**config.mk**
```make
export PLATFORM = sky130hd
export DESIGN_NAME = scir_channel
export DESIGN_NICKNAME = d
export VERILOG_FILES = /design/src/design/scir_pkg.sv /design/src/design/scir_channel.sv
export SDC_FILE = /design/constraint.sdc
export NUM_CORES = 1
export LEC_CHECK = 0
export ABC_AREA = 1
export BUFFER_PORTS_ARGS = -buffer_cell sky130_fd_sc_hd__buf_2
export CORE_MARGIN = 4
export CORE_UTILIZATION = 25
export CTS_CLUSTER_DIAMETER = 80
export DETAILED_ROUTE_END_ITERATION = 7
export PLACE_DENSITY = 0.5
export SLEW_MARGIN = 20
export SYNTH_ARGS = -nofsm -noshare
export SYNTH_HDL_FRONTEND = slang
export SYNTH_SLANG_ARGS = --single-unit
```
**constraint.sdc**
```tcl
create_clock -name pclk -period 3.95 [get_ports pclk]
set_input_delay 0.395 -clock pclk [delete_from_list [all_inputs] [get_ports pclk]]
set_output_delay 0.395 -clock pclk [all_outputs]
set_load 0.02 [all_outputs]
```
**src/design/scir_pkg.sv**
```systemverilog
package scir_pkg;
  localparam logic [7:0] OFF_CMD = 8'h00;
  localparam logic [7:0] OFF_CFG = 8'h04;
  localparam logic [7:0] OFF_STAT = 8'h14;
  localparam logic [7:0] OFF_RHR = 8'h18;
  localparam logic [7:0] OFF_THR = 8'h1c;
  localparam logic [7:0] OFF_BAUD = 8'h20;
  localparam logic [7:0] OFF_ERR = 8'h44;
  localparam logic [7:0] OFF_FILT = 8'h4c;
  localparam logic [3:0] MODE_T0 = 4'h4;
  localparam logic [3:0] MODE_T1 = 4'h5;
  localparam logic [3:0] MODE_IRDA = 4'h8;
  localparam int CFG_MODE = 0;
  localparam int CFG_INHIBIT = 8;
  localparam int CFG_SUCCESSIVE_NACK_LIMIT = 9;
  localparam int CFG_STOP2 = 10;
  localparam int CFG_ITER = 12;
  localparam int CMD_RST_STAT = 2;
  localparam int CMD_RX_EN = 4;
  localparam int CMD_RX_DIS = 5;
  localparam int CMD_TX_EN = 6;
  localparam int CMD_TX_DIS = 7;
  localparam int CMD_CLR_ITER = 10;
  localparam int CMD_CLR_INH = 11;
  localparam int ST_RECEIVE_READY_FLAG = 0;
  localparam int ST_TXRDY = 1;
  localparam int ST_PARITY_ERROR_FLAG = 7;
  localparam int ST_TXEMPTY = 9;
  localparam int ST_ITER = 10;
  localparam int ST_INHIBIT = 13;
  localparam logic [15:0] CFG_RESET = 16'h0000;
  localparam logic [15:0] BAUD_RESET = 16'h0000;
  localparam logic [7:0] FILT_RESET = 8'h00;
  localparam logic [7:0] ERR_MAX = 8'hff;
  localparam logic [19:0] BIT_SUBDIV = 20'h00010;
  localparam logic [19:0] PULSE_16THS = 20'h00003;
  typedef enum logic [2:0] {
    TX_IDLE = 3'b000, TX_START = 3'b001, TX_DATA = 3'b010, TX_PAR = 3'b011,
    TX_STOP = 3'b100, TX_GUARD = 3'b101
  } scir_tx_e;
  typedef enum logic [2:0] {
    RX_IDLE = 3'b000, RX_START = 3'b001, RX_DATA = 3'b010, RX_PAR = 3'b011,
    RX_STOP = 3'b100, RX_NACK = 3'b101
  } scir_rx_e;
endpackage

```
**src/design/scir_channel.sv**
```systemverilog
// Decided for this implementation: the placing of the registers and the APB interface to the registers.
`timescale 1ns/1ps
module scir_channel (
  input wire logic pclk,
  input wire logic presetn,
  input wire logic psel,
  input wire logic penable,
  input wire logic pwrite,
  input wire logic [7:0] paddr,
  input wire logic [31:0] pwdata,
  output logic [31:0] prdata,
  output logic pready,
  output logic pslverr,
  input wire logic rxd,
  input wire logic txd_in,
  output logic txd_out,
  output logic txd_oe,
  output logic sck
);
  logic [15:0] cfg;
  logic [15:0] baud;
  logic [7:0] filt;
  logic [7:0] rhr;
  logic [7:0] thr;
  logic [7:0] err_cnt;
  logic thr_full, tx_en, rx_en;
  logic receive_ready_flag, parity_error_flag, iter_flag, nack_inhibit_flag;
  logic [1:0] rxd_sync, io_sync;
  scir_pkg::scir_tx_e tx_state;
  scir_pkg::scir_rx_e rx_state;
  logic [19:0] tcnt, rcnt, dhold;
  logic [2:0] tbit, rbit, iter_cnt, nack_cnt;
  logic [7:0] tshift, rshift, fcnt;
  logic nack_seen, perr;
  logic [15:0] bdiv;
  logic next_out, next_oe, tx_bit;

  wire [3:0] mode = cfg[scir_pkg::CFG_MODE +: 4];
  wire t0 = mode == scir_pkg::MODE_T0;
  wire sc = t0 || mode == scir_pkg::MODE_T1;
  wire irda = mode == scir_pkg::MODE_IRDA;
  wire [2:0] max_iter = cfg[scir_pkg::CFG_ITER +: 3];
  wire [15:0] baud_eff = (baud == 16'h0000) ? 16'h0001 : baud;
  wire [19:0] bit_len = 20'(baud_eff) * scir_pkg::BIT_SUBDIV;
  wire [19:0] half = bit_len >> 1;
  wire [19:0] pulse_len = 20'(baud_eff) * scir_pkg::PULSE_16THS;
  wire t_end = tcnt == bit_len - 20'h00001;
  wire r_end = rcnt == bit_len - 20'h00001;
  wire r_mid = rcnt == half;
  wire demod = dhold == 20'h00000;
  // In smart-card mode the shared line feeds the receiver; the block must not be
  // enabled in both directions at once or it hears its own characters.
  wire rx_line = sc ? io_sync[1] : (irda ? demod : rxd_sync[1]);

  wire setup = psel && !penable;
  wire wr = psel && penable && pwrite;
  wire rd = psel && penable && !pwrite;
  wire cmd_wr = wr && paddr == scir_pkg::OFF_CMD;
  wire [7:0] rd_err_val = (rd && paddr == scir_pkg::OFF_ERR) ? prdata[7:0] : 8'h00;

  wire tx_take = tx_state == scir_pkg::TX_IDLE && tx_en && thr_full;
  wire g_end = tx_state == scir_pkg::TX_GUARD && t_end && tbit == (nack_seen ? 3'd2 : 3'd1);
  wire resend = nack_seen && max_iter != 3'd0 && iter_cnt < max_iter;
  wire tx_iter_hit = g_end && nack_seen && max_iter != 3'd0 && iter_cnt == max_iter;

  wire par_done = rx_state == scir_pkg::RX_PAR && r_end;
  wire t0_bad = par_done && t0 && perr;
  wire inh = cfg[scir_pkg::CFG_INHIBIT];
  wire lim_hit = cfg[scir_pkg::CFG_SUCCESSIVE_NACK_LIMIT] && nack_cnt == max_iter;
  wire rx_nack_go = t0_bad && !inh && !lim_hit;
  wire plain_done = rx_state == scir_pkg::RX_DATA && r_end && rbit == 3'd7 && !sc;
  wire rx_load = plain_done || (par_done && !rx_nack_go);
  wire ready_set = rx_load && !(t0_bad && inh);
  wire parity_error_flag_set = par_done && perr && !(t0 && (inh || lim_hit));
  wire nack_inhibit_set = t0_bad && inh;
  wire iter_rx_set = t0_bad && !inh && lim_hit;

  assign pready = 1'b1;

  always_ff @(posedge pclk or negedge presetn) begin
    if (!presetn) begin
      rxd_sync <= 2'b11;
      io_sync <= 2'b11;
    end else begin
      rxd_sync <= {rxd_sync[0], rxd};
      io_sync <= {io_sync[0], txd_in};
    end
  end

  always_ff @(posedge pclk or negedge presetn) begin
    if (!presetn) begin
      prdata <= 32'h00000000;
      pslverr <= 1'b0;
    end else if (setup) begin
      pslverr <= 1'b0;
      prdata <= 32'h00000000;
      unique case (paddr)
        scir_pkg::OFF_CMD, scir_pkg::OFF_THR: prdata <= 32'h00000000;
        scir_pkg::OFF_CFG: prdata <= 32'(cfg);
        scir_pkg::OFF_STAT: begin
          prdata[scir_pkg::ST_RECEIVE_READY_FLAG] <= receive_ready_flag;
          prdata[scir_pkg::ST_TXRDY] <= !thr_full;
          prdata[scir_pkg::ST_PARITY_ERROR_FLAG] <= parity_error_flag;
          prdata[scir_pkg::ST_TXEMPTY] <= !thr_full && tx_state == scir_pkg::TX_IDLE;
          prdata[scir_pkg::ST_ITER] <= iter_flag;
          prdata[scir_pkg::ST_INHIBIT] <= nack_inhibit_flag;
        end
        scir_pkg::OFF_RHR: prdata <= 32'(rhr);
        scir_pkg::OFF_BAUD: prdata <= 32'(baud);
        scir_pkg::OFF_ERR: prdata <= 32'(err_cnt);
        scir_pkg::OFF_FILT: prdata <= 32'(filt);
        default: pslverr <= 1'b1;
      endcase
    end
  end

  always_ff @(posedge pclk or negedge presetn) begin
    if (!presetn) begin
      cfg <= scir_pkg::CFG_RESET;
      baud <= scir_pkg::BAUD_RESET;
      filt <= scir_pkg::FILT_RESET;
      tx_en <= 1'b0;
      rx_en <= 1'b0;
    end else if (wr) begin
      if (paddr == scir_pkg::OFF_CFG) cfg <= pwdata[15:0];
      if (paddr == scir_pkg::OFF_BAUD) baud <= pwdata[15:0];
      if (paddr == scir_pkg::OFF_FILT) filt <= pwdata[7:0];
      if (cmd_wr && pwdata[scir_pkg::CMD_TX_EN]) tx_en <= 1'b1;
      if (cmd_wr && pwdata[scir_pkg::CMD_TX_DIS]) tx_en <= 1'b0;
      if (cmd_wr && pwdata[scir_pkg::CMD_RX_EN]) rx_en <= 1'b1;
      if (cmd_wr && pwdata[scir_pkg::CMD_RX_DIS]) rx_en <= 1'b0;
    end
  end

  always_ff @(posedge pclk or negedge presetn) begin
    if (!presetn) begin
      thr <= 8'h00;
      thr_full <= 1'b0;
    end else if (wr && paddr == scir_pkg::OFF_THR && !thr_full) begin
      thr <= pwdata[7:0];
      thr_full <= 1'b1;
    end else if (tx_take) begin
      thr_full <= 1'b0;
    end
  end

  // Status flags: a hardware set always beats a software clear in the same cycle.
  always_ff @(posedge pclk or negedge presetn) begin
    if (!presetn) begin
      receive_ready_flag <= 1'b0;
      parity_error_flag <= 1'b0;
      iter_flag <= 1'b0;
      nack_inhibit_flag <= 1'b0;
      rhr <= 8'h00;
    end else begin
      if (rx_load) rhr <= rshift;
      if (ready_set) receive_ready_flag <= 1'b1;
      else if (rd && paddr == scir_pkg::OFF_RHR) receive_ready_flag <= 1'b0;
      if (parity_error_flag_set) parity_error_flag <= 1'b1;
      else if (cmd_wr && pwdata[scir_pkg::CMD_RST_STAT]) parity_error_flag <= 1'b0;
      if (tx_iter_hit || iter_rx_set) iter_flag <= 1'b1;
      else if (cmd_wr && pwdata[scir_pkg::CMD_CLR_ITER]) iter_flag <= 1'b0;
      if (nack_inhibit_set) nack_inhibit_flag <= 1'b1;
      else if (cmd_wr && pwdata[scir_pkg::CMD_CLR_INH]) nack_inhibit_flag <= 1'b0;
    end
  end

  // Subtracting the value read keeps an error that lands between setup and access.
  always_ff @(posedge pclk or negedge presetn) begin
    if (!presetn) begin
      err_cnt <= 8'h00;
    end else if (par_done && perr && err_cnt - rd_err_val != scir_pkg::ERR_MAX) begin
      err_cnt <= err_cnt - rd_err_val + 8'h01;
    end else begin
      err_cnt <= err_cnt - rd_err_val;
    end
  end

  // Card clock: half period of one divisor step, eight card clocks per bit.
  always_ff @(posedge pclk or negedge presetn) begin
    if (!presetn) begin
      bdiv <= 16'h0000;
      sck <= 1'b0;
    end else if (bdiv >= baud_eff - 16'h0001) begin
      bdiv <= 16'h0000;
      sck <= sc ? !sck : 1'b0;
    end else begin
      bdiv <= bdiv + 16'h0001;
      if (!sc) sck <= 1'b0;
    end
  end

  always_ff @(posedge pclk or negedge presetn) begin
    if (!presetn) begin
      fcnt <= 8'h00;
      dhold <= 20'h00000;
    end else begin
      if (dhold != 20'h00000) dhold <= dhold - 20'h00001;
      // The filter keeps counting while a stretched low is still held, so a zero that
      // follows a zero straight away is not lost.
      if (rxd_sync[1]) begin
        fcnt <= filt;
      end else if (fcnt == 8'h00) begin
        dhold <= bit_len;
        fcnt <= filt;
      end else begin
        fcnt <= fcnt - 8'h01;
      end
    end
  end

  always_ff @(posedge pclk or negedge presetn) begin
    if (!presetn) begin
      tx_state <= scir_pkg::TX_IDLE;
      tcnt <= 20'h00000;
      tbit <= 3'd0;
      tshift <= 8'h00;
      iter_cnt <= 3'd0;
      nack_seen <= 1'b0;
    end else begin
      tcnt <= (t_end || tx_state == scir_pkg::TX_IDLE) ? 20'h00000 : tcnt + 20'h00001;
      unique case (tx_state)
        scir_pkg::TX_IDLE: if (tx_take) begin
          tshift <= thr;
          tx_state <= scir_pkg::TX_START;
        end
        scir_pkg::TX_START: if (t_end) begin
          tbit <= 3'd0;
          tx_state <= scir_pkg::TX_DATA;
        end
        scir_pkg::TX_DATA: if (t_end) begin
          tbit <= tbit + 3'd1;
          if (tbit == 3'd7) tx_state <= sc ? scir_pkg::TX_PAR : scir_pkg::TX_STOP;
        end
        scir_pkg::TX_PAR: if (t_end) begin
          tbit <= 3'd0;
          nack_seen <= 1'b0;
          tx_state <= t0 ? scir_pkg::TX_GUARD : scir_pkg::TX_STOP;
        end
        scir_pkg::TX_STOP: if (t_end) begin
          tbit <= tbit + 3'd1;
          if (mode == scir_pkg::MODE_T1 || !cfg[scir_pkg::CFG_STOP2] || tbit == 3'd1)
            tx_state <= scir_pkg::TX_IDLE;
        end
        scir_pkg::TX_GUARD: begin
          if (tbit == 3'd0 && tcnt == half && !io_sync[1]) nack_seen <= 1'b1;
          if (g_end && resend) begin
            iter_cnt <= iter_cnt + 3'd1;
            tx_state <= scir_pkg::TX_START;
          end else if (g_end) begin
            iter_cnt <= 3'd0;
            tx_state <= scir_pkg::TX_IDLE;
          end else if (t_end) begin
            tbit <= tbit + 3'd1;
          end
        end
      endcase
    end
  end

  always_ff @(posedge pclk or negedge presetn) begin
    if (!presetn) begin
      rx_state <= scir_pkg::RX_IDLE;
      rcnt <= 20'h00000;
      rbit <= 3'd0;
      rshift <= 8'h00;
      perr <= 1'b0;
      nack_cnt <= 3'd0;
    end else begin
      rcnt <= (r_end || rx_state == scir_pkg::RX_IDLE) ? 20'h00000 : rcnt + 20'h00001;
      if (rx_nack_go) nack_cnt <= nack_cnt + 3'd1;
      else if (par_done) nack_cnt <= 3'd0;
      unique case (rx_state)
        scir_pkg::RX_IDLE: if (rx_en && !rx_line) rx_state <= scir_pkg::RX_START;
        scir_pkg::RX_START: begin
          if (r_mid && rx_line) rx_state <= scir_pkg::RX_IDLE;
          else if (r_end) begin
            rbit <= 3'd0;
            rx_state <= scir_pkg::RX_DATA;
          end
        end
        scir_pkg::RX_DATA: begin
          if (r_mid) rshift[rbit] <= rx_line;
          if (r_end) begin
            rbit <= rbit + 3'd1;
            if (rbit == 3'd7) rx_state <= sc ? scir_pkg::RX_PAR : scir_pkg::RX_STOP;
          end
        end
        scir_pkg::RX_PAR: begin
          if (r_mid) perr <= rx_line ^ (^rshift);
          if (r_end) rx_state <= rx_nack_go ? scir_pkg::RX_NACK : scir_pkg::RX_STOP;
        end
        scir_pkg::RX_STOP: if (r_end) rx_state <= scir_pkg::RX_IDLE;
        scir_pkg::RX_NACK: if (r_end) rx_state <= scir_pkg::RX_STOP;
      endcase
    end
  end

  always_comb begin
    tx_bit = 1'b1;
    unique case (tx_state)
      scir_pkg::TX_START: tx_bit = 1'b0;
      scir_pkg::TX_DATA: tx_bit = tshift[tbit];
      scir_pkg::TX_PAR: tx_bit = ^tshift;
      default: tx_bit = 1'b1;
    endcase
    next_out = tx_bit;
    next_oe = 1'b1;
    if (irda) begin
      // The emitter is lit only for the first three sixteenths of a zero bit.
      next_out = !tx_bit && tx_state != scir_pkg::TX_IDLE && tcnt < pulse_len;
    end else if (sc) begin
      next_oe = tx_state inside {scir_pkg::TX_START, scir_pkg::TX_DATA, scir_pkg::TX_PAR}
                || rx_state == scir_pkg::RX_NACK;
      next_out = (rx_state == scir_pkg::RX_NACK) ? 1'b0 : tx_bit;
    end
  end

  always_ff @(posedge pclk or negedge presetn) begin
    if (!presetn) begin
      txd_out <= 1'b1;
      txd_oe <= 1'b0;
    end else begin
      txd_out <= next_out;
      txd_oe <= next_oe;
    end
  end
endmodule // scir_channel

```
==> results of run 1 <==
## per-stage QoR
| step | power (mW) | hold slack (ns) | cells | util | area [um^2] |
|---|---|---|---|---|---|
| final | 7.94 | 0.157 | 2889 | 0.306 | 17800 |
| after detailed placement | 5.43 | 0.347 | 2824 | 0.284 | 16500 |
| after global placement | 5.38 | 0.346 | 2824 | 0.284 | 16500 |
| after floorplan | 4.60 | 0.0994 | 1964 | - | 14900 |
| after global routing | 8.54 | 0.147 | 2889 | 0.306 | 17800 |
| after CTS | 7.99 | 0.123 | 2875 | 0.300 | 17400 |
## power breakdown
| part | total [mW] | switching [mW] | internal [mW] |
|---|---|---|---|
| combinational | 2.64 | 1.65 | 0.983 |
| clock | 2.50 | 1.02 | 1.48 |
| sequential | 2.81 | 0.315 | 2.49 |
## routing by layer
layer / vias up / global-route usage
met4: 0 / 0.0407
li1: 6669 / -
met2: 338 / 0.247
met1: 6427 / 0.207
met3: 75 / 0.0313
met5: - / 0
## how the worst min path moves through the flow
stage	start	end	slack (ns)	cells after the start
after floorplan	presetn	baud[0]	0.1	0
after global placement	rxd_sync[0]	rxd_sync[1]	0.35	0
after detailed placement	rxd_sync[0]	rxd_sync[1]	0.35	0
after CTS	pwdata[12]	cfg[12]	0.12	3
after global routing	pwdata[15]	cfg[15]	0.15	3
final	pwdata[12]	cfg[12]	0.16	3
## area by class of cell
type | count | area (um^2) | area share
clock buffers | 38 | 766 | 0.0430
clock inverters | 10 | 130 | 0.00731
inverters | 256 | 965 | 0.0542
multi-input cells | 1445 | 8420 | 0.473
flip-flops and latches | 215 | 5390 | 0.303
well taps | 765 | 957 | 0.0538
repair buffers | 160 | 1170 | 0.0657
## state kept, by name, summed over array words and instances, names as in the netlist, 2 cells and up
name      cells
tbit          3
rbit          3
iter_cnt      3
prdata       16
cfg          16
err_cnt       8
filt          8
tcnt         20
rshift        8
baud         16
fcnt          8
rhr           8
rxd_sync      2
thr           8
tx_state      3
nack_cnt      3
io_sync       2
bdiv         16
tshift        8
rcnt         20
dhold        20
rx_state      3
## worst max-delay path, cell delays in order, from the launching register on
cell	delay (ns)
dfrtp_1	0.38
inv_1	0.11
ha_4	0.14
nand2_2	0.07
nor2_4	0.13
nand3_4	0.14
nand2_4	0.13
inv_4	0.04
fa_2	0.35
a21oi_2	0.16
o21bai_1	0.11
nand2_1	0.09
o211ai_1	0.13
a21oi_1	0.21
o21ai_2	0.10
buf_6	0.13
xor2_4	0.16
ha_4	0.28
nand4_1	0.13
nor3_2	0.20
a21oi_2	0.09
nor4_2	0.28
o22ai_1	0.13
## repair_timing
item / 4_1_cts / 5_1_grt
pin swaps: 0 / 25
setup buffers: 0 / 13
hold endpoints to repair: 102 / 0
resized for setup: 3 / 58
hold buffers: 3 / 0
gates cloned: 0 / 1
setup endpoints to repair: 1 / 54
## cell usage after synthesis, types with 4 or more instances
cell type  count
a31oi_1        4
nor2_1       216
o31ai_1        9
nand3b_1       6
a221oi_1      16
xor2_1        70
a21oi_1       89
dfstp_2        5
nor2_2         5
o21bai_1       5
nor3b_1       18
dfrtp_1      210
inv_1        247
o211ai_1       5
nand2_2       20
clkbuf_1      21
inv_2          7
nor4_1        11
o21ai_1        5
nor3_1        50
xnor2_1       26
nor3b_2        6
nand2_1      437
nand2_4        7
o221ai_1       4
buf_4         18
nand3_1       91
o22ai_1       20
nand3_2        7
nor2_4         4
buf_2          4
a211oi_1       5
nand4_1       41
nand3_4        4
o21ai_0      118
ha_1          99
## kinds of logic after synthesis
family                   count (synthesis)
AND/OR/NAND/NOR                        940
buffers and inverters                  304
AO/OA/AOI/OAI                          291
flip-flops                             215
adder cells (fa/ha/maj)                101
XOR/XNOR                                96
other                                    2
==> flow_metrics.tcl, run 1 <==
set metrics [dict create \
    outcome "finished clean" \
    finClkSkew_ns 0.0242 \
    r2r_start "baud[7]" \
    syn2layout_area_growth_pct 20.2 \
    fin_crit_ns 3.79 \
    synthTopCellsByArea "dfrtp_1 36%, nand2_1 11%, ha_1 8.4%" \
    synth_edf_count 0 \
    nets 2252 \
    yosysTopAreaCellShare 0.355 \
    arrival_ns 4.26 \
    grt_pass1_vias 13400 \
    clk_pin_slew_ns 0.06 \
    core_area_um2 58100 \
    pin_count 84 \
    relSlewSlack 0.336 \
    first_pass_iters 7 \
    die_h_um 251 \
    dpl.hpwl_um 38600 \
    track_usage 0.152 \
    clk_latency_ns 0.57 \
    synth_xor_area_frac 0.0568 \
    drt_drc_violations_left 0 \
    start_kind "register" \
    syn-cell-area_um2 14800 \
    wire_per_inst_um 17.0 \
    grt_pass1_wl_um 76500 \
    setup.worst_path.class "reg -> reg" \
    clockBufferDepth 3 \
    setup_viol_count_final 0 \
    die_w_um 251 \
    powerDensity_nw_per_um2 446 \
    hold_path_class "in -> reg" \
    n_fill_cell 6255 \
    start_util 0.254 \
    ant_nets 0 \
    endpoint_kind "register" \
    post-place-ws_ns -0.0573 \
    drt_iter0_drc 894 \
    synth_fa_ha_area_frac 0.0864 \
    endpoint "txd_out" \
    cts_tree "built" \
    yosysUniqueCellTypes 62 \
    crit_start "baud[7]" \
    max_freq_mhz 264 \
    async_reset_ff_frac 1.00 \
    synth-seq-cells 215 \
    cts.sinks 215 \
    hold_viol 0 \
    die-area_um2 63100 \
    synth_top_family_by_area "simple AND/OR/NAND/NOR gates" \
    avgSynthCellArea_um2 7.59 \
    maxUsedRoutingLayer "met4" \
    maxCapViolCount 0 \
    netlist_instances 1949 \
    synth-compound-area-share 0.113 \
    tns_ns 0 \
    diodes 0 \
    finalWorstSetupSlack_ns 0.157 \
    via_count 13509 \
    worstPathMaxFanout 4 \
    h-tree-depth 1 \
    r2r_end "txd_out" \
    layout_commonest_cell "nand2_1" \
    via_per_inst 4.68 \
    port_buffers 50 \
    numCtsBuffers 26 \
    cp.required_ns 4.42 \
    vdd_drop_max_mv 0.308 \
    wl_met1_um 22600 \
    yosys.area_share.simple 0.294 \
    rows 88 \
    wl_met3_um 2940 \
    p_leak_nw 8.56 \
    drive_above_1_share 0.152 \
    grt_antenna_before_repair 1 \
    yosysSeqAreaShare 0.364 \
    yosysWarnings 0 \
    grt_max_degree 110 \
    gp_congestion 0.932 \
    rsz0062_at_grt "yes" \
    synth.area.mux_share 0 \
    routed_wl_um 49200 \
    reg2reg_slack_ns 0.16 \
    final_cell_mix "432 x nand2_1, 235 x inv_1, 213 x nor2_1" \
    cts-root-buf "clkbuf_16" \
    wl_met2_um 22200 \
    slew_violations 0 \
    tightestPinTransition_ns 0.993 \
    r2r_cells 22 \
    synth_area_leader_cell "dfrtp_1" \
    gr-total-overflow 0 \
    fin_crit_sh 0.960 \
    ys.flop_type "dfrtp_1" \
]
(Power assumes the default switching activity.)
==> run 2, diff against run 1 <==
--- a/config.mk
+++ b/config.mk
@@ -5,12 +5,12 @@
 export SDC_FILE = /design/constraint.sdc
 export NUM_CORES = 1
 export LEC_CHECK = 0
-export ABC_AREA = 1
 export BUFFER_PORTS_ARGS = -buffer_cell sky130_fd_sc_hd__buf_2
 export CORE_MARGIN = 4
 export CORE_UTILIZATION = 25
 export CTS_CLUSTER_DIAMETER = 80
 export DETAILED_ROUTE_END_ITERATION = 7
+export GPL_TIMING_DRIVEN = 0
 export PLACE_DENSITY = 0.5
 export SLEW_MARGIN = 20
 export SYNTH_ARGS = -nofsm -noshare
==> run 2 against run 1 <==
The run now ends with setup timing left. Clock power hardly changed. Die area increased by 1.1%. Largest cell class unchanged. Routed wire length rose by 4.6%. Total power down 2.1%. Clock-buffer cell count down 1. Largest power group unchanged. Critical path type unchanged. First-iteration DRC count increased by 12%. Clock skew down 0.013 ns. Combinational power hardly changed. Core utilization up 2.6 points. Global-route usage is 0.44 points higher.
==> flow_metrics.tcl, run 2 <==
set metrics [dict create \
    outcome "finished with violations" \
    violations "setup timing" \
    max_freq_mhz 220 \
    cp.required_ns 4.40 \
    tightestPinTransition_ns 1.08 \
    avgSynthCellArea_um2 9.29 \
    pin_count 84 \
    final_cell_mix "200 x dfrtp_1, 129 x nand2_1, 105 x nor2_1" \
    dpl.hpwl_um 36400 \
    nets 1976 \
    grt_pass1_wl_um 78600 \
    async_reset_ff_frac 1.00 \
    r2r_cells 22 \
    whs_path_depth 2 \
    via_per_inst 5.05 \
    n_fill_cell 6058 \
    worstPathMaxFanout 5 \
    rows 89 \
    die_h_um 253 \
    synth_edf_count 0 \
    fin_crit_ns 4.55 \
    powerDensity_nw_per_um2 396 \
    syn-cell-area_um2 15000 \
    cts_tree "built" \
    grt_antenna_before_repair 0 \
    vdd_drop_max_mv 0.347 \
    yosysMostFrequentCell "dfrtp_1" \
    start_kind "register" \
    gr-total-overflow 0 \
    drt_drc_violations_left 0 \
    fin_util 0.332 \
    hold_viol 0 \
    rsz0062_at_grt "yes" \
    finalWorstSetupSlack_ns -0.597 \
    cts.sinks 215 \
    ant_nets 0 \
    die_w_um 253 \
    clockBufferDepth 3 \
    largest_registers "dhold x20, rcnt x20, tcnt x20" \
    track_usage 0.157 \
    syn2layout_area_growth_pct 31.3 \
    core_area_um2 59100 \
    wire_per_inst_um 19.6 \
    hold_path_class "in -> reg" \
    arrival_ns 5.00 \
    clk_latency_ns 0.57 \
    holdWs_ns 0.104 \
    endpoint_kind "register" \
    h-tree-depth 1 \
    p_leak_nw 8.68 \
    ys.flop_type "dfrtp_1" \
    maxCapViolCount 0 \
    diodes 0 \
    layout_commonest_cell "dfrtp_1" \
    drive_above_1_share 0.290 \
    grt_pass1_vias 13119 \
    slew_violations 0 \
    gp_congestion 0.904 \
    setup_viol_count_final 97 \
    fin_crit_sh 1.15 \
    netlist_instances 1611 \
    drt_iter0_drc 1003 \
    port_buffers 48 \
    cts-root-buf "clkbuf_16" \
    via_count 13235 \
    first_pass_iters 5 \
    synth_area_leader_cell "dfrtp_1" \
    yosysTopAreaCellShare 0.351 \
    finClkSkew_ns 0.0108 \
    relSlewSlack 0.276 \
    numCtsBuffers 26 \
    die-area_um2 63800 \
    yosysUniqueCellTypes 96 \
    synth-seq-cells 215 \
    synthTopCellsByArea "dfrtp_1 35%, ha_1 8.3%, xnor2_1 6.3%" \
    clk_pin_slew_ns 0.06 \
    yosysSeqAreaShare 0.360 \
    start_util 0.253 \
    routed_wl_um 51500 \
    synth_common_cells "210 x dfrtp_1, 146 x nor2_1, 135 x nand2_1" \
    setup.worst_path.class "reg -> reg" \
    grt_max_degree 82 \
    yosysWarnings 0 \
]
-- run 2: cell types whose count changed after synthesis, moves of 33 or more --
cell	change
mux2_2	+81
o21ai_0	-50
nor2_1	-70
a21oi_1	-33
xnor2_1	+81
inv_1	-168
clkbuf_1	+37
nand2_1	-302
-- run 2: repair_timing --
| action | CTS | global route |
|---|---|---|
| endpoints found under the hold margin | 60 | 0 |
| resized for setup | 215 | 82 |
| endpoints found under the setup margin | 105 | 105 |
| cloned | 5 | 1 |
| buffers inserted | 102 | 16 |
| pin swaps | 95 | 39 |
| hold buffers | 3 | 0 |
-- run 2: through the flow --
stage	setup slack (ns)	instance area (um^2)	TNS (ns)	instances	total power, mW
floorplan	-0.134	15300	-3.16	1626	4.09
global placement	-2.18	16500	-488.48	2447	4.65
detailed placement	-1.83	16600	-153.89	2451	4.68
CTS	-0.462	19200	-24.96	2604	7.62
global route	-0.732	19600	-54.93	2619	8.17
finish	-0.597	19600	-44.90	2619	7.77
-- run 2: cell type report --
type                            instances  area, um^2  area share
Inverter                               81         344      0.0175
Multi-Input combinational cell       1235        9930       0.505
Tap cell                              773         967      0.0492
Buffer                                 94         651      0.0331
Clock buffer                           37         752      0.0383
Timing Repair Buffer                  175        1480      0.0752
Clock inverter                          9         129     0.00656
Sequential cell                       215        5400       0.275
-- run 2: logic make-up (layout without fill, tap and decap cells) --
logic type,count (synthesis),count (layout),share of synthesized area
buffers and inverters,176,396,0.0504
other,2,17,0.000502
xor gates and xnor gates,176,176,0.107
AOI/OAI and AO/OA,294,294,0.137
DFF,215,215,0.360
muxes,91,91,0.0694
adders and majority gates,101,101,0.0854
and+or+nand+nor,556,556,0.190
-- run 2: metal layers --
layer | global-route usage | vias to the layer above | wire [um]
met5 | 0 | - | 0
met4 | 0.0531 | 0 | 2070
met3 | 0.0243 | 124 | 3050
met2 | 0.252 | 466 | 23100
met1 | 0.216 | 6519 | 23200
li1 | - | 6126 | -
-- run 2: power by group --
group,total (mW),switching (mW),internal [mW]
registers,2.67,0.243,2.43
logic,2.62,1.45,1.17
clock network,2.48,1.02,1.46
total,7.77,2.72,5.06
-- run 2: worst max-delay path: stages (launching register included) --
cell	delay, ns
dfrtp_1	0.41
clkbuf_16	0.18
clkinv_8	0.05
ha_4	0.13
nand4_1	0.19
buf_6	0.21
buf_12	0.13
o31ai_4	0.27
buf_6	0.15
ha_4	0.14
nand3b_1	0.14
buf_6	0.17
or3_4	0.39
a21oi_4	0.27
buf_6	0.16
xnor2_4	0.11
nand4_1	0.14
buf_6	0.16
buf_6	0.11
nor3_4	0.19
and3_4	0.26
clkbuf_16	0.15
mux2_4	0.29
-- run 2: final timing paths --
kind	slack, ns	start	to
worst max-delay path	-0.60	baud[5]	rhr[4]
worst min-delay path	0.10	pwdata[7]	tx_en
worst max register to register	-0.60	baud[5]	rhr[4]
worst min register to register	0.36	rxd_sync[0]	rxd_sync[1]
max in group asynchronous	2.36	presetn	rxd_sync[1]
min in group asynchronous	0.35	presetn	bdiv[11]
